**config.mk**
```make
export PLATFORM = sky130hd
export DESIGN_NAME = hilo_cop_logic_store_decode
export DESIGN_NICKNAME = d
export VERILOG_FILES = /design/src/pkg/isa_decode_pkg.sv /design/src/design/clamp_unit.sv /design/src/design/hilo_cop_logic_store_decode.sv
export SDC_FILE = /design/constraint.sdc
export NUM_CORES = 2
export LEC_CHECK = 0
export BUFFER_PORTS_ARGS = -buffer_cell sky130_fd_sc_hd__buf_2
export CAP_MARGIN = 5
export CELL_PAD_IN_SITES_DETAIL_PLACEMENT = 1
export CELL_PAD_IN_SITES_GLOBAL_PLACEMENT = 1
export CORE_ASPECT_RATIO = 0.6
export CORE_MARGIN = 4
export CORE_UTILIZATION = 44
export CTS_CLUSTER_SIZE = 10
export DETAILED_ROUTE_END_ITERATION = 10
export HOLD_SLACK_MARGIN = 0.15
export PLACE_DENSITY_LB_ADDON = 0.15
export SYNTH_ARGS = -nofsm -noshare
export SYNTH_HDL_FRONTEND = slang
export SYNTH_HIERARCHICAL = 1
export SYNTH_SLANG_ARGS = --single-unit
```
**constraint.sdc**
```tcl
create_clock -name ref_clk -period 12.6 [get_ports ref_clk]
set_input_delay 2.52 -clock ref_clk [delete_from_list [all_inputs] [get_ports ref_clk]]
set_output_delay 2.52 -clock ref_clk [all_outputs]
set_load 0.02 [all_outputs]
```
**src/pkg/isa_decode_pkg.sv**
```systemverilog
// Constants for the multiply, coprocessor, logic and byte-store decoder
// Contract
// RL1: Signed clamped accumulate, bottom dest: sign-extend, add, clamp, bottom to rd.
// RL2: Unsigned clamped accumulate, bottom dest: zero-extend, clamp, bottom to rd.
// RL3: Signed clamped accumulate, upper dest: as RL1 but upper to rd.
// RL4: Unsigned upper variant: bottom gets sum 63..32, upper 31..0, upper to rd.
// RL5: Coprocessor read copies selected control register into rt.
// RL6: Coprocessor moves trap unusable in user/supervisor mode unless enabled.
// RL7: Coprocessor write takes rt at T, writes register at T+1.
// RL8: Software avoids memory/translation ops right beside a coprocessor write.
// RL9: Upper read copies upper product register into rd.
// RL10: Two instructions after upper read must not modify upper register.
// RL11: Bottom read copies bottom product register into rd.
// RL12: Two instructions after bottom read must not modify bottom register.
// RL13: Upper write loads upper register from rs.
// RL14: Upper write right after multiply marks upper register undefined.
// RL15: Bottom write loads bottom from rs; undefined right after multiply.
// RL16: Signed multiply, no overflow trap, low word bottom, high word upper.
// RL17: Unsigned multiply, no overflow trap, split result bottom and upper.
// RL18: Software keeps two instructions between result reads and a multiply.
// RL19: NOR writes inverted OR of sources into rd.
// RL20: OR writes OR of sources into rd.
// RL21: OR-immediate zero-extends immediate, ORs low half, keeps upper bits.
// RL22: Byte store adds sign-extended offset to base, stores low byte.
// RL23: Signed clamp: overflow to max positive, underflow to min negative.
// RL24: Byte store reports translation, bus and address errors as exceptions; a coprocessor trap in the fault's cycle wins and the fault is dropped.
package isa_decode_pkg;
    // --------------------------------------------------------------
    // Opcode and function codes
    // --------------------------------------------------------------
    localparam logic [5:0] OP_SPECIAL = 6'h00;
    localparam logic [5:0] OP_COP0 = 6'h10;
    localparam logic [5:0] OP_ORI = 6'h0d;
    localparam logic [5:0] OP_SB = 6'h28;
    localparam logic [5:0] OP_MACC = 6'h1c;
    localparam logic [5:0] FN_MACC = 6'h28;
    localparam logic [4:0] CP_READ = 5'h00;
    localparam logic [4:0] CP_WRITE = 5'h04;
    localparam logic [5:0] FN_RD_UP = 6'h10;
    localparam logic [5:0] FN_WR_UP = 6'h11;
    localparam logic [5:0] FN_RD_BOT = 6'h12;
    localparam logic [5:0] FN_WR_BOT = 6'h13;
    localparam logic [5:0] FN_MUL_S = 6'h18;
    localparam logic [5:0] FN_MUL_U = 6'h19;
    localparam logic [5:0] FN_OR = 6'h25;
    localparam logic [5:0] FN_NOR = 6'h27;
    // --------------------------------------------------------------
    // Accumulate control bit positions in the shamt field
    // --------------------------------------------------------------
    localparam int BIT_SAT = 10;
    localparam int BIT_UPPER = 9;
    localparam int BIT_UNS = 6;
    // --------------------------------------------------------------
    // Clamp limits and reset values
    // --------------------------------------------------------------
    localparam logic [63:0] SAT_POS = 64'h0000_0000_7fff_ffff;
    localparam logic [63:0] SAT_NEG = 64'hffff_ffff_8000_0000;
    localparam logic [63:0] SAT_UMAX = 64'hffff_ffff_ffff_ffff;
    localparam logic [63:0] PRODUCT_RESET = 64'h0;
    // Value shown for a result register whose content is undefined
    localparam logic [63:0] UNDEF_VALUE = 64'h0;
    localparam logic [4:0] ECODE_CPU = 5'h0b;
    localparam logic [4:0] ECODE_RI = 5'h0a;
endpackage : isa_decode_pkg
```
**src/design/clamp_unit.sv**
```systemverilog
// Saturating 64-bit accumulate used by the clamped multiply-accumulate forms
`timescale 1ns/100ps
module clamp_unit (
    input wire logic [63:0] product,
    input wire logic [63:0] acc,
    input wire logic unsigned_flag,
    output logic [63:0] sum
);
    logic [64:0] raw;
    always_comb begin
        raw = {1'b0, product} + {1'b0, acc};
        if (unsigned_flag) begin
            sum = raw[64] ? isa_decode_pkg::SAT_UMAX : raw[63:0];
        end else if ($signed(raw[63:0]) > $signed(isa_decode_pkg::SAT_POS)) begin
            sum = isa_decode_pkg::SAT_POS; // RL23
        end else if ($signed(raw[63:0]) < $signed(isa_decode_pkg::SAT_NEG)) begin
            sum = isa_decode_pkg::SAT_NEG; // RL23
        end else begin
            sum = raw[63:0];
        end
    end
endmodule : clamp_unit

```
**src/design/hilo_cop_logic_store_decode.sv**
```systemverilog
// Decode and execute of product-register, coprocessor, logic and byte-store ops
//
// Decided for this implementation: the placing of the registers and the plain strobed port.
`timescale 1ns/100ps
module hilo_cop_logic_store_decode (
    input wire logic ref_clk,
    input wire logic rstn,
    input wire logic instr_valid,
    input wire logic [31:0] instr,
    input wire logic [63:0] source_a_data,
    input wire logic [63:0] source_b_data,
    input wire logic user_or_super,
    input wire logic sysctl_enabled,
    input wire logic [63:0] sysctl_rdata,
    input wire logic mem_tlb_refill,
    input wire logic mem_tlb_invalid,
    input wire logic mem_tlb_modified,
    input wire logic mem_bus_error,
    input wire logic mem_addr_error,
    output logic [4:0] source_a_field,
    output logic [4:0] source_b_field,
    output logic [4:0] sysctl_raddr,
    output logic gpr_we,
    output logic [4:0] gpr_waddr,
    output logic [63:0] gpr_wdata,
    output logic sysctl_we,
    output logic [4:0] sysctl_waddr,
    output logic [63:0] sysctl_wdata,
    output logic store_req,
    output logic [63:0] store_addr,
    output logic [7:0] store_byte,
    output logic exc_valid,
    output logic [4:0] exc_code,
    output logic [63:0] upper_product_reg,
    output logic [63:0] bottom_product_reg,
    output logic product_undefined
);
    // --------------------------------------------------------------
    // Reset synchroniser
    // --------------------------------------------------------------
    logic rst_s1;
    logic rst_n;
    always_ff @(posedge ref_clk or negedge rstn) begin
        if (!rstn) begin
            rst_s1 <= 1'b0;
            rst_n <= 1'b0;
        end else begin
            rst_s1 <= 1'b1;
            rst_n <= rst_s1;
        end
    end

    // --------------------------------------------------------------
    // Field decode
    // --------------------------------------------------------------
    logic [5:0] opcode;
    logic [5:0] funct;
    logic [4:0] dest_field;
    logic [4:0] cop_sub;
    logic [15:0] imm;
    assign opcode = instr[31:26];
    assign funct = instr[5:0];
    assign source_a_field = instr[25:21];
    assign source_b_field = instr[20:16];
    assign dest_field = instr[15:11];
    assign cop_sub = instr[25:21];
    assign imm = instr[15:0];
    assign sysctl_raddr = instr[15:11];

    logic is_special;
    logic is_macc;
    logic is_cop;
    logic cop_read;
    logic cop_write;
    logic cop_trap;
    logic upper_select;
    logic unsigned_flag;
    assign is_special = instr_valid && opcode == isa_decode_pkg::OP_SPECIAL;
    assign is_macc = instr_valid && opcode == isa_decode_pkg::OP_MACC
        && funct == isa_decode_pkg::FN_MACC && instr[isa_decode_pkg::BIT_SAT];
    assign is_cop = instr_valid && opcode == isa_decode_pkg::OP_COP0 && instr[10:0] == 11'h000;
    assign cop_read = is_cop && cop_sub == isa_decode_pkg::CP_READ;
    assign cop_write = is_cop && cop_sub == isa_decode_pkg::CP_WRITE;
    assign cop_trap = (cop_read || cop_write) && user_or_super && !sysctl_enabled; // RL6
    assign upper_select = instr[isa_decode_pkg::BIT_UPPER];
    assign unsigned_flag = instr[isa_decode_pkg::BIT_UNS];

    // --------------------------------------------------------------
    // Multiply and clamped accumulate datapath
    // --------------------------------------------------------------
    logic [63:0] ext_a;
    logic [63:0] ext_b;
    logic [63:0] product;
    logic [63:0] sat_sum;
    logic [63:0] acc_sum;
    logic [63:0] next_bottom;
    logic [63:0] next_upper;
    always_comb begin
        if (unsigned_flag || funct == isa_decode_pkg::FN_MUL_U) begin
            ext_a = {32'h0, source_a_data[31:0]}; // RL2
            ext_b = {32'h0, source_b_data[31:0]};
        end else begin
            ext_a = {{32{source_a_data[31]}}, source_a_data[31:0]}; // RL1
            ext_b = {{32{source_b_data[31]}}, source_b_data[31:0]};
        end
        product = ext_a * ext_b; // RL16 RL17
    end
    assign acc_sum = {upper_product_reg[31:0], bottom_product_reg[31:0]};
    clamp_unit u_clamp (
        .product(product),
        .acc(acc_sum),
        .unsigned_flag(unsigned_flag),
        .sum(sat_sum)
    );
    // Bottom takes the high half of the sum and upper the low half
    assign next_bottom = {{32{sat_sum[63]}}, sat_sum[63:32]}; // RL4
    assign next_upper = {{32{sat_sum[31]}}, sat_sum[31:0]}; // RL4

    // --------------------------------------------------------------
    // Product registers
    // --------------------------------------------------------------
    logic mul_pending;
    always_ff @(posedge ref_clk or negedge rst_n) begin
        if (!rst_n) begin
            upper_product_reg <= isa_decode_pkg::PRODUCT_RESET;
            bottom_product_reg <= isa_decode_pkg::PRODUCT_RESET;
            mul_pending <= 1'b0;
            product_undefined <= 1'b0;
        end else if (is_macc) begin
            bottom_product_reg <= next_bottom; // RL1 RL2
            upper_product_reg <= next_upper; // RL3 RL4
            mul_pending <= 1'b0;
            product_undefined <= 1'b0;
        end else if (is_special) begin
            case (funct)
                isa_decode_pkg::FN_MUL_S, isa_decode_pkg::FN_MUL_U: begin
                    bottom_product_reg <= {{32{product[31]}}, product[31:0]}; // RL16 RL17
                    upper_product_reg <= {{32{product[63]}}, product[63:32]}; // RL16 RL17
                    mul_pending <= 1'b1;
                    product_undefined <= 1'b0;
                end
                isa_decode_pkg::FN_WR_UP: begin
                    // A move right after a multiply leaves the register with no defined value
                    upper_product_reg <= mul_pending ? isa_decode_pkg::UNDEF_VALUE
                        : source_a_data; // RL13 RL14
                    product_undefined <= mul_pending; // RL14
                    mul_pending <= 1'b0;
                end
                isa_decode_pkg::FN_WR_BOT: begin
                    bottom_product_reg <= mul_pending ? isa_decode_pkg::UNDEF_VALUE
                        : source_a_data; // RL15
                    product_undefined <= mul_pending; // RL15
                    mul_pending <= 1'b0;
                end
                isa_decode_pkg::FN_RD_UP, isa_decode_pkg::FN_RD_BOT: begin
                    mul_pending <= 1'b0;
                end
                default: begin
                end
            endcase
        end
    end

    // --------------------------------------------------------------
    // General register write-back
    // --------------------------------------------------------------
    logic next_we;
    logic [4:0] next_waddr;
    logic [63:0] next_wdata;
    always_comb begin
        next_we = 1'b0;
        next_waddr = dest_field;
        next_wdata = 64'h0;
        if (is_macc) begin
            next_we = 1'b1;
            next_wdata = upper_select ? next_upper : next_bottom; // RL1 RL2 RL3 RL4
        end else if (cop_read && !cop_trap) begin
            next_we = 1'b1;
            next_waddr = source_b_field;
            next_wdata = sysctl_rdata; // RL5
        end else if (instr_valid && opcode == isa_decode_pkg::OP_ORI) begin
            next_we = 1'b1;
            next_waddr = source_b_field;
            next_wdata = {source_a_data[63:16], source_a_data[15:0] | imm}; // RL21
        end else if (is_special) begin
            case (funct)
                isa_decode_pkg::FN_RD_UP: begin
                    next_we = 1'b1;
                    next_wdata = upper_product_reg; // RL9
                end
                isa_decode_pkg::FN_RD_BOT: begin
                    next_we = 1'b1;
                    next_wdata = bottom_product_reg; // RL11
                end
                isa_decode_pkg::FN_OR: begin
                    next_we = 1'b1;
                    next_wdata = source_a_data | source_b_data; // RL20
                end
                isa_decode_pkg::FN_NOR: begin
                    next_we = 1'b1;
                    next_wdata = ~(source_a_data | source_b_data); // RL19
                end
                default: begin
                end
            endcase
        end
    end
    always_ff @(posedge ref_clk or negedge rst_n) begin
        if (!rst_n) begin
            gpr_we <= 1'b0;
            gpr_waddr <= 5'h00;
            gpr_wdata <= 64'h0;
        end else begin
            gpr_we <= next_we;
            gpr_waddr <= next_waddr;
            gpr_wdata <= next_wdata;
        end
    end

    // --------------------------------------------------------------
    // Coprocessor write, two stages
    // --------------------------------------------------------------
    logic cw_stage;
    logic [4:0] cw_addr;
    logic [63:0] cw_data;
    always_ff @(posedge ref_clk or negedge rst_n) begin
        if (!rst_n) begin
            cw_stage <= 1'b0;
            cw_addr <= 5'h00;
            cw_data <= 64'h0;
            sysctl_we <= 1'b0;
            sysctl_waddr <= 5'h00;
            sysctl_wdata <= 64'h0;
        end else begin
            cw_stage <= cop_write && !cop_trap;
            cw_addr <= dest_field;
            cw_data <= source_b_data; // RL7
            sysctl_we <= cw_stage; // RL7
            sysctl_waddr <= cw_addr;
            sysctl_wdata <= cw_data;
        end
    end

    // --------------------------------------------------------------
    // Byte store and exceptions
    // --------------------------------------------------------------
    logic is_sb;
    logic mem_fault;
    logic store_out;
    assign is_sb = instr_valid && opcode == isa_decode_pkg::OP_SB;
    assign mem_fault = mem_tlb_refill || mem_tlb_invalid || mem_tlb_modified
        || mem_bus_error || mem_addr_error;
    always_ff @(posedge ref_clk or negedge rst_n) begin
        if (!rst_n) begin
            store_req <= 1'b0;
            store_addr <= 64'h0;
            store_byte <= 8'h00;
            store_out <= 1'b0;
        end else begin
            store_req <= is_sb;
            store_out <= is_sb;
            if (is_sb) begin
                store_addr <= source_a_data + {{48{imm[15]}}, imm}; // RL22
                store_byte <= source_b_data[7:0]; // RL22
            end
        end
    end
    always_ff @(posedge ref_clk or negedge rst_n) begin
        if (!rst_n) begin
            exc_valid <= 1'b0;
            exc_code <= 5'h00;
        end else if (cop_trap) begin
            exc_valid <= 1'b1;
            exc_code <= isa_decode_pkg::ECODE_CPU; // RL6
        end else if (store_out && mem_fault) begin
            exc_valid <= 1'b1;
            exc_code <= mem_tlb_refill ? 5'h02 : mem_tlb_invalid ? 5'h03
                : mem_tlb_modified ? 5'h01 : mem_bus_error ? 5'h07 : 5'h05; // RL24
        end else begin
            exc_valid <= 1'b0;
        end
    end
endmodule : hilo_cop_logic_store_decode

```
==> impl_metrics.py <==
metrics = {
    "route": {
        "drt_wl_total_um": 394000,
        "ant_nets": 0,
        "wl_per_cell_um": 31.5,
        "drt_first_iter_violations": 8703,
        "drc": 0,
        "via_count": 74100,
        "via_per_inst": 5.93,
        "first_pass_iters": 6,
    },
    "logic_synthesis": {
        "synth_async_sr_flop_share_pct": 100,
        "netlist_top_cells_area": "fa_1 38%, dfrtp_1 14%, inv_1 8.2%",
        "syn_avg_cell_area_um2": 8.75,
        "synth_area_um2": 75400,
        "syn_inst": 8622,
        "ys_seq_elements": 420,
        "synth.distinct_cells": 91,
        "synth_top_area_share_pct": 37.9,
        "synth_nets": 10700,
        "synth_edf_count": 0,
        "synth_common_cells": "1646 x inv_1, 1426 x fa_1, 1294 x nand2_1",
        "synth.largest_area_cell": "fa_1",
        "synth_ff_type": "dfrtp_1",
        "yosys_warnings": 6,
        "synth-seq-area-share_pct": 13.9,
        "synth_most_common_cell": "inv_1",
    },
    "timing": {
        "post-route-worst-setup-slack_ps": -2360,
        "drv_slew": 0,
        "final.period_utilization_pct": 119,
        "worstMarginPinSlew_ps": 1480,
        "finalSetupViolCount": 192,
        "finalHoldViolCount": 0,
        "finalCriticalPeriod_ps": 14960,
        "rsz0062_at_grt": "true",
        "relSlewSlack_pct": 0.877,
        "finClkSkew_ps": 58.2,
        "fmax_ghz": 0.0668,
    },
    "finish": {
        "fin_util_pct": 55.6,
        "fin_area_um2": 94500,
        "instances_no_fill": 12500,
        "fillers": 20000,
        "multiInputGateArea_um2": 58500,
        "layout-drive-gt1-share_pct": 24.2,
        "regArea_um2": 10500,
        "syn_to_final_growth_pct": 25.3,
        "nets": 12300,
    },
    "critical_path": {
        "reg2reg_slack_ps": 6640,
        "critPathMaxFanout": 12,
        "crit_top_cell": "fa_1",
        "critPathBufInv": 9,
        "critPathArrivalTime_ps": 15470,
        "start_kind": "primary input",
        "required_ps": 13110,
        "r2r_cells": 22,
        "startpoint": "source_b_data[5]",
        "crit_path_max_incr_delay_ps": 620,
        "critPathCapture": "gpr_wdata[2]",
        "timing.rr.end": "gpr_wdata[2]",
        "slowest_stage": "or4_4",
        "crit_family": "adder cells",
        "critPathCaptureType": "flop",
        "rr_startpoint": "bottom_product_reg[0]",
        "critical_path_class": "in2reg",
        "cp.depth": 48,
    },
    "cts": {
        "clkTransAtPathRegs_ps": 60,
        "ctsHoldBuffers": 0,
        "cts-buffers-inserted": 49,
        "h-tree-depth": 2,
        "cts.sinks": 420,
        "cts_tree": "yes",
        "cts_root_buffer": "clkbuf_16",
        "clockBufferDepth": 3,
        "clk_latency_ps": 700,
    },
    "global_route": {
        "first_global_vias": 77700,
        "antenna_found_initial": 81,
        "track_usage_pct": 43.8,
        "grt_max_degree": 116,
        "grt-ovfl-total": 0,
        "grt_pass1_wl_um": 563000,
    },
    "floorplanning": {
        "fp.coreArea_um2": 170000,
        "dieArea_um2": 178000,
        "io_pins": 597,
        "initial_utilization_pct": 44.4,
        "rows": 117,
        "die_h_um": 329,
        "die_w_um": 542,
    },
    "placement": {
        "dp_cells": 12300,
        "place_area_um2": 90700,
        "place_congestion": 1.05,
        "hpwl_um": 334000,
        "dp_slack_ps": -3840,
        "io_buffers": 595,
    },
    "job": {
        "cap_violations": 1,
    },
    "status": {
        "status": "complete, but fails checks",
        "violations": "max-capacitance violations, negative setup slack",
    },
    "worst_hold_path": {
        "hold_path_startpoint": "cw_data[30]",
        "hp-class": "reg2reg",
    },
}
-- stage by stage --
| stage | setup TNS [ps] | hold slack (ps) |
|---|---|---|
| after global routing | -453230 | 329 |
| after global placement | -636360 | 332 |
| final | -406190 | 340 |
| after floorplan | -252060 | 331 |
| after CTS | -356640 | 314 |
| after detailed placement | -669490 | 336 |
-- cells in the final DEF (no fill, tap or decap), types with 23 or more instances in the layout --
cell / n
dfrtp_1: 419
xnor2_1: 129
o211ai_1: 32
ha_4: 23
nor2_1: 308
a221o_1: 71
o21ai_0: 390
ha_1: 428
a21o_1: 73
buf_12: 68
and2_1: 355
a31oi_1: 25
buf_2: 588
a21oi_1: 364
o22ai_1: 28
o21ai_1: 122
and3_1: 41
mux2i_1: 23
a211oi_1: 37
nand3_1: 45
clkbuf_16: 52
nand2_1: 1278
diode_2: 46
nand4_1: 75
xor2_1: 83
buf_4: 1372
fa_1: 1404
inv_1: 1623
o21bai_1: 31
a221oi_1: 39
nand2b_1: 29
o21a_1: 23
nor3_1: 70
a21oi_2: 54
-- worst reg2reg max path: cells and delay by family, from the launching register on --
family	cells	cell delay, ps
compound gates	9	2020
simple gates	6	1530
xor+xnor	1	190
buf+inv	2	350
fa+ha+maj	3	1040
mux	1	280
flops	1	420
-- routing by layer --
| metal | part of all wire (%) | routed length, um | global-route usage (%) | up-vias |
|---|---|---|---|---|
| met5 | 0.15 | 594 | 1.84 | - |
| met4 | 3.3 | 13000 | 12.1 | 34 |
| met3 | 14 | 56600 | 17.7 | 693 |
| met2 | 39 | 154000 | 58.7 | 4721 |
| met1 | 43 | 170000 | 64.3 | 38600 |
| li1 | - | - | - | 30100 |
-- cells by family after synthesis --
group	synth area share, %
XOR/XNOR	2.69
multiplexers	0.582
AND/OR/NAND/NOR	14.2
AO/OA/AOI/OAI	12.3
adder cells (fa/ha/maj)	45.4
buffers and inverters	11.0
flip-flops	13.9
other	0.00996
-- how the worst min path moves through the flow --
stage / endpoint / depth (start not counted)
finish: sysctl_wdata[30] / 0
global placement: sysctl_wdata[62] / 0
detailed placement: sysctl_wdata[44] / 0
global route: sysctl_wdata[30] / 0
CTS: sysctl_wdata[30] / 0
floorplan: rst_n / 0
-- final cells by class --
class / instances / share of cell area, %
timing repair buffer: 2057 / 15.9
multi-input combinational: 6021 / 61.9
clock inverter: 5 / 0.113
antenna: 46 / 0.122
clock buffer: 56 / 1.37
inverter: 1647 / 6.54
sequential: 420 / 11.1
tap: 2261 / 2.99
-- timing repair --
action / in CTS / in global routing
endpoints found under the setup margin: 192 / 192
pin swaps: 104 / 83
cloned: 2 / 2
gates resized for setup: 256 / 165
setup buffers: 39 / 26
Power is left out: the tool's default activity adds up to more than one toggle a clock period on the data nets, which glitch-free logic cannot reach.
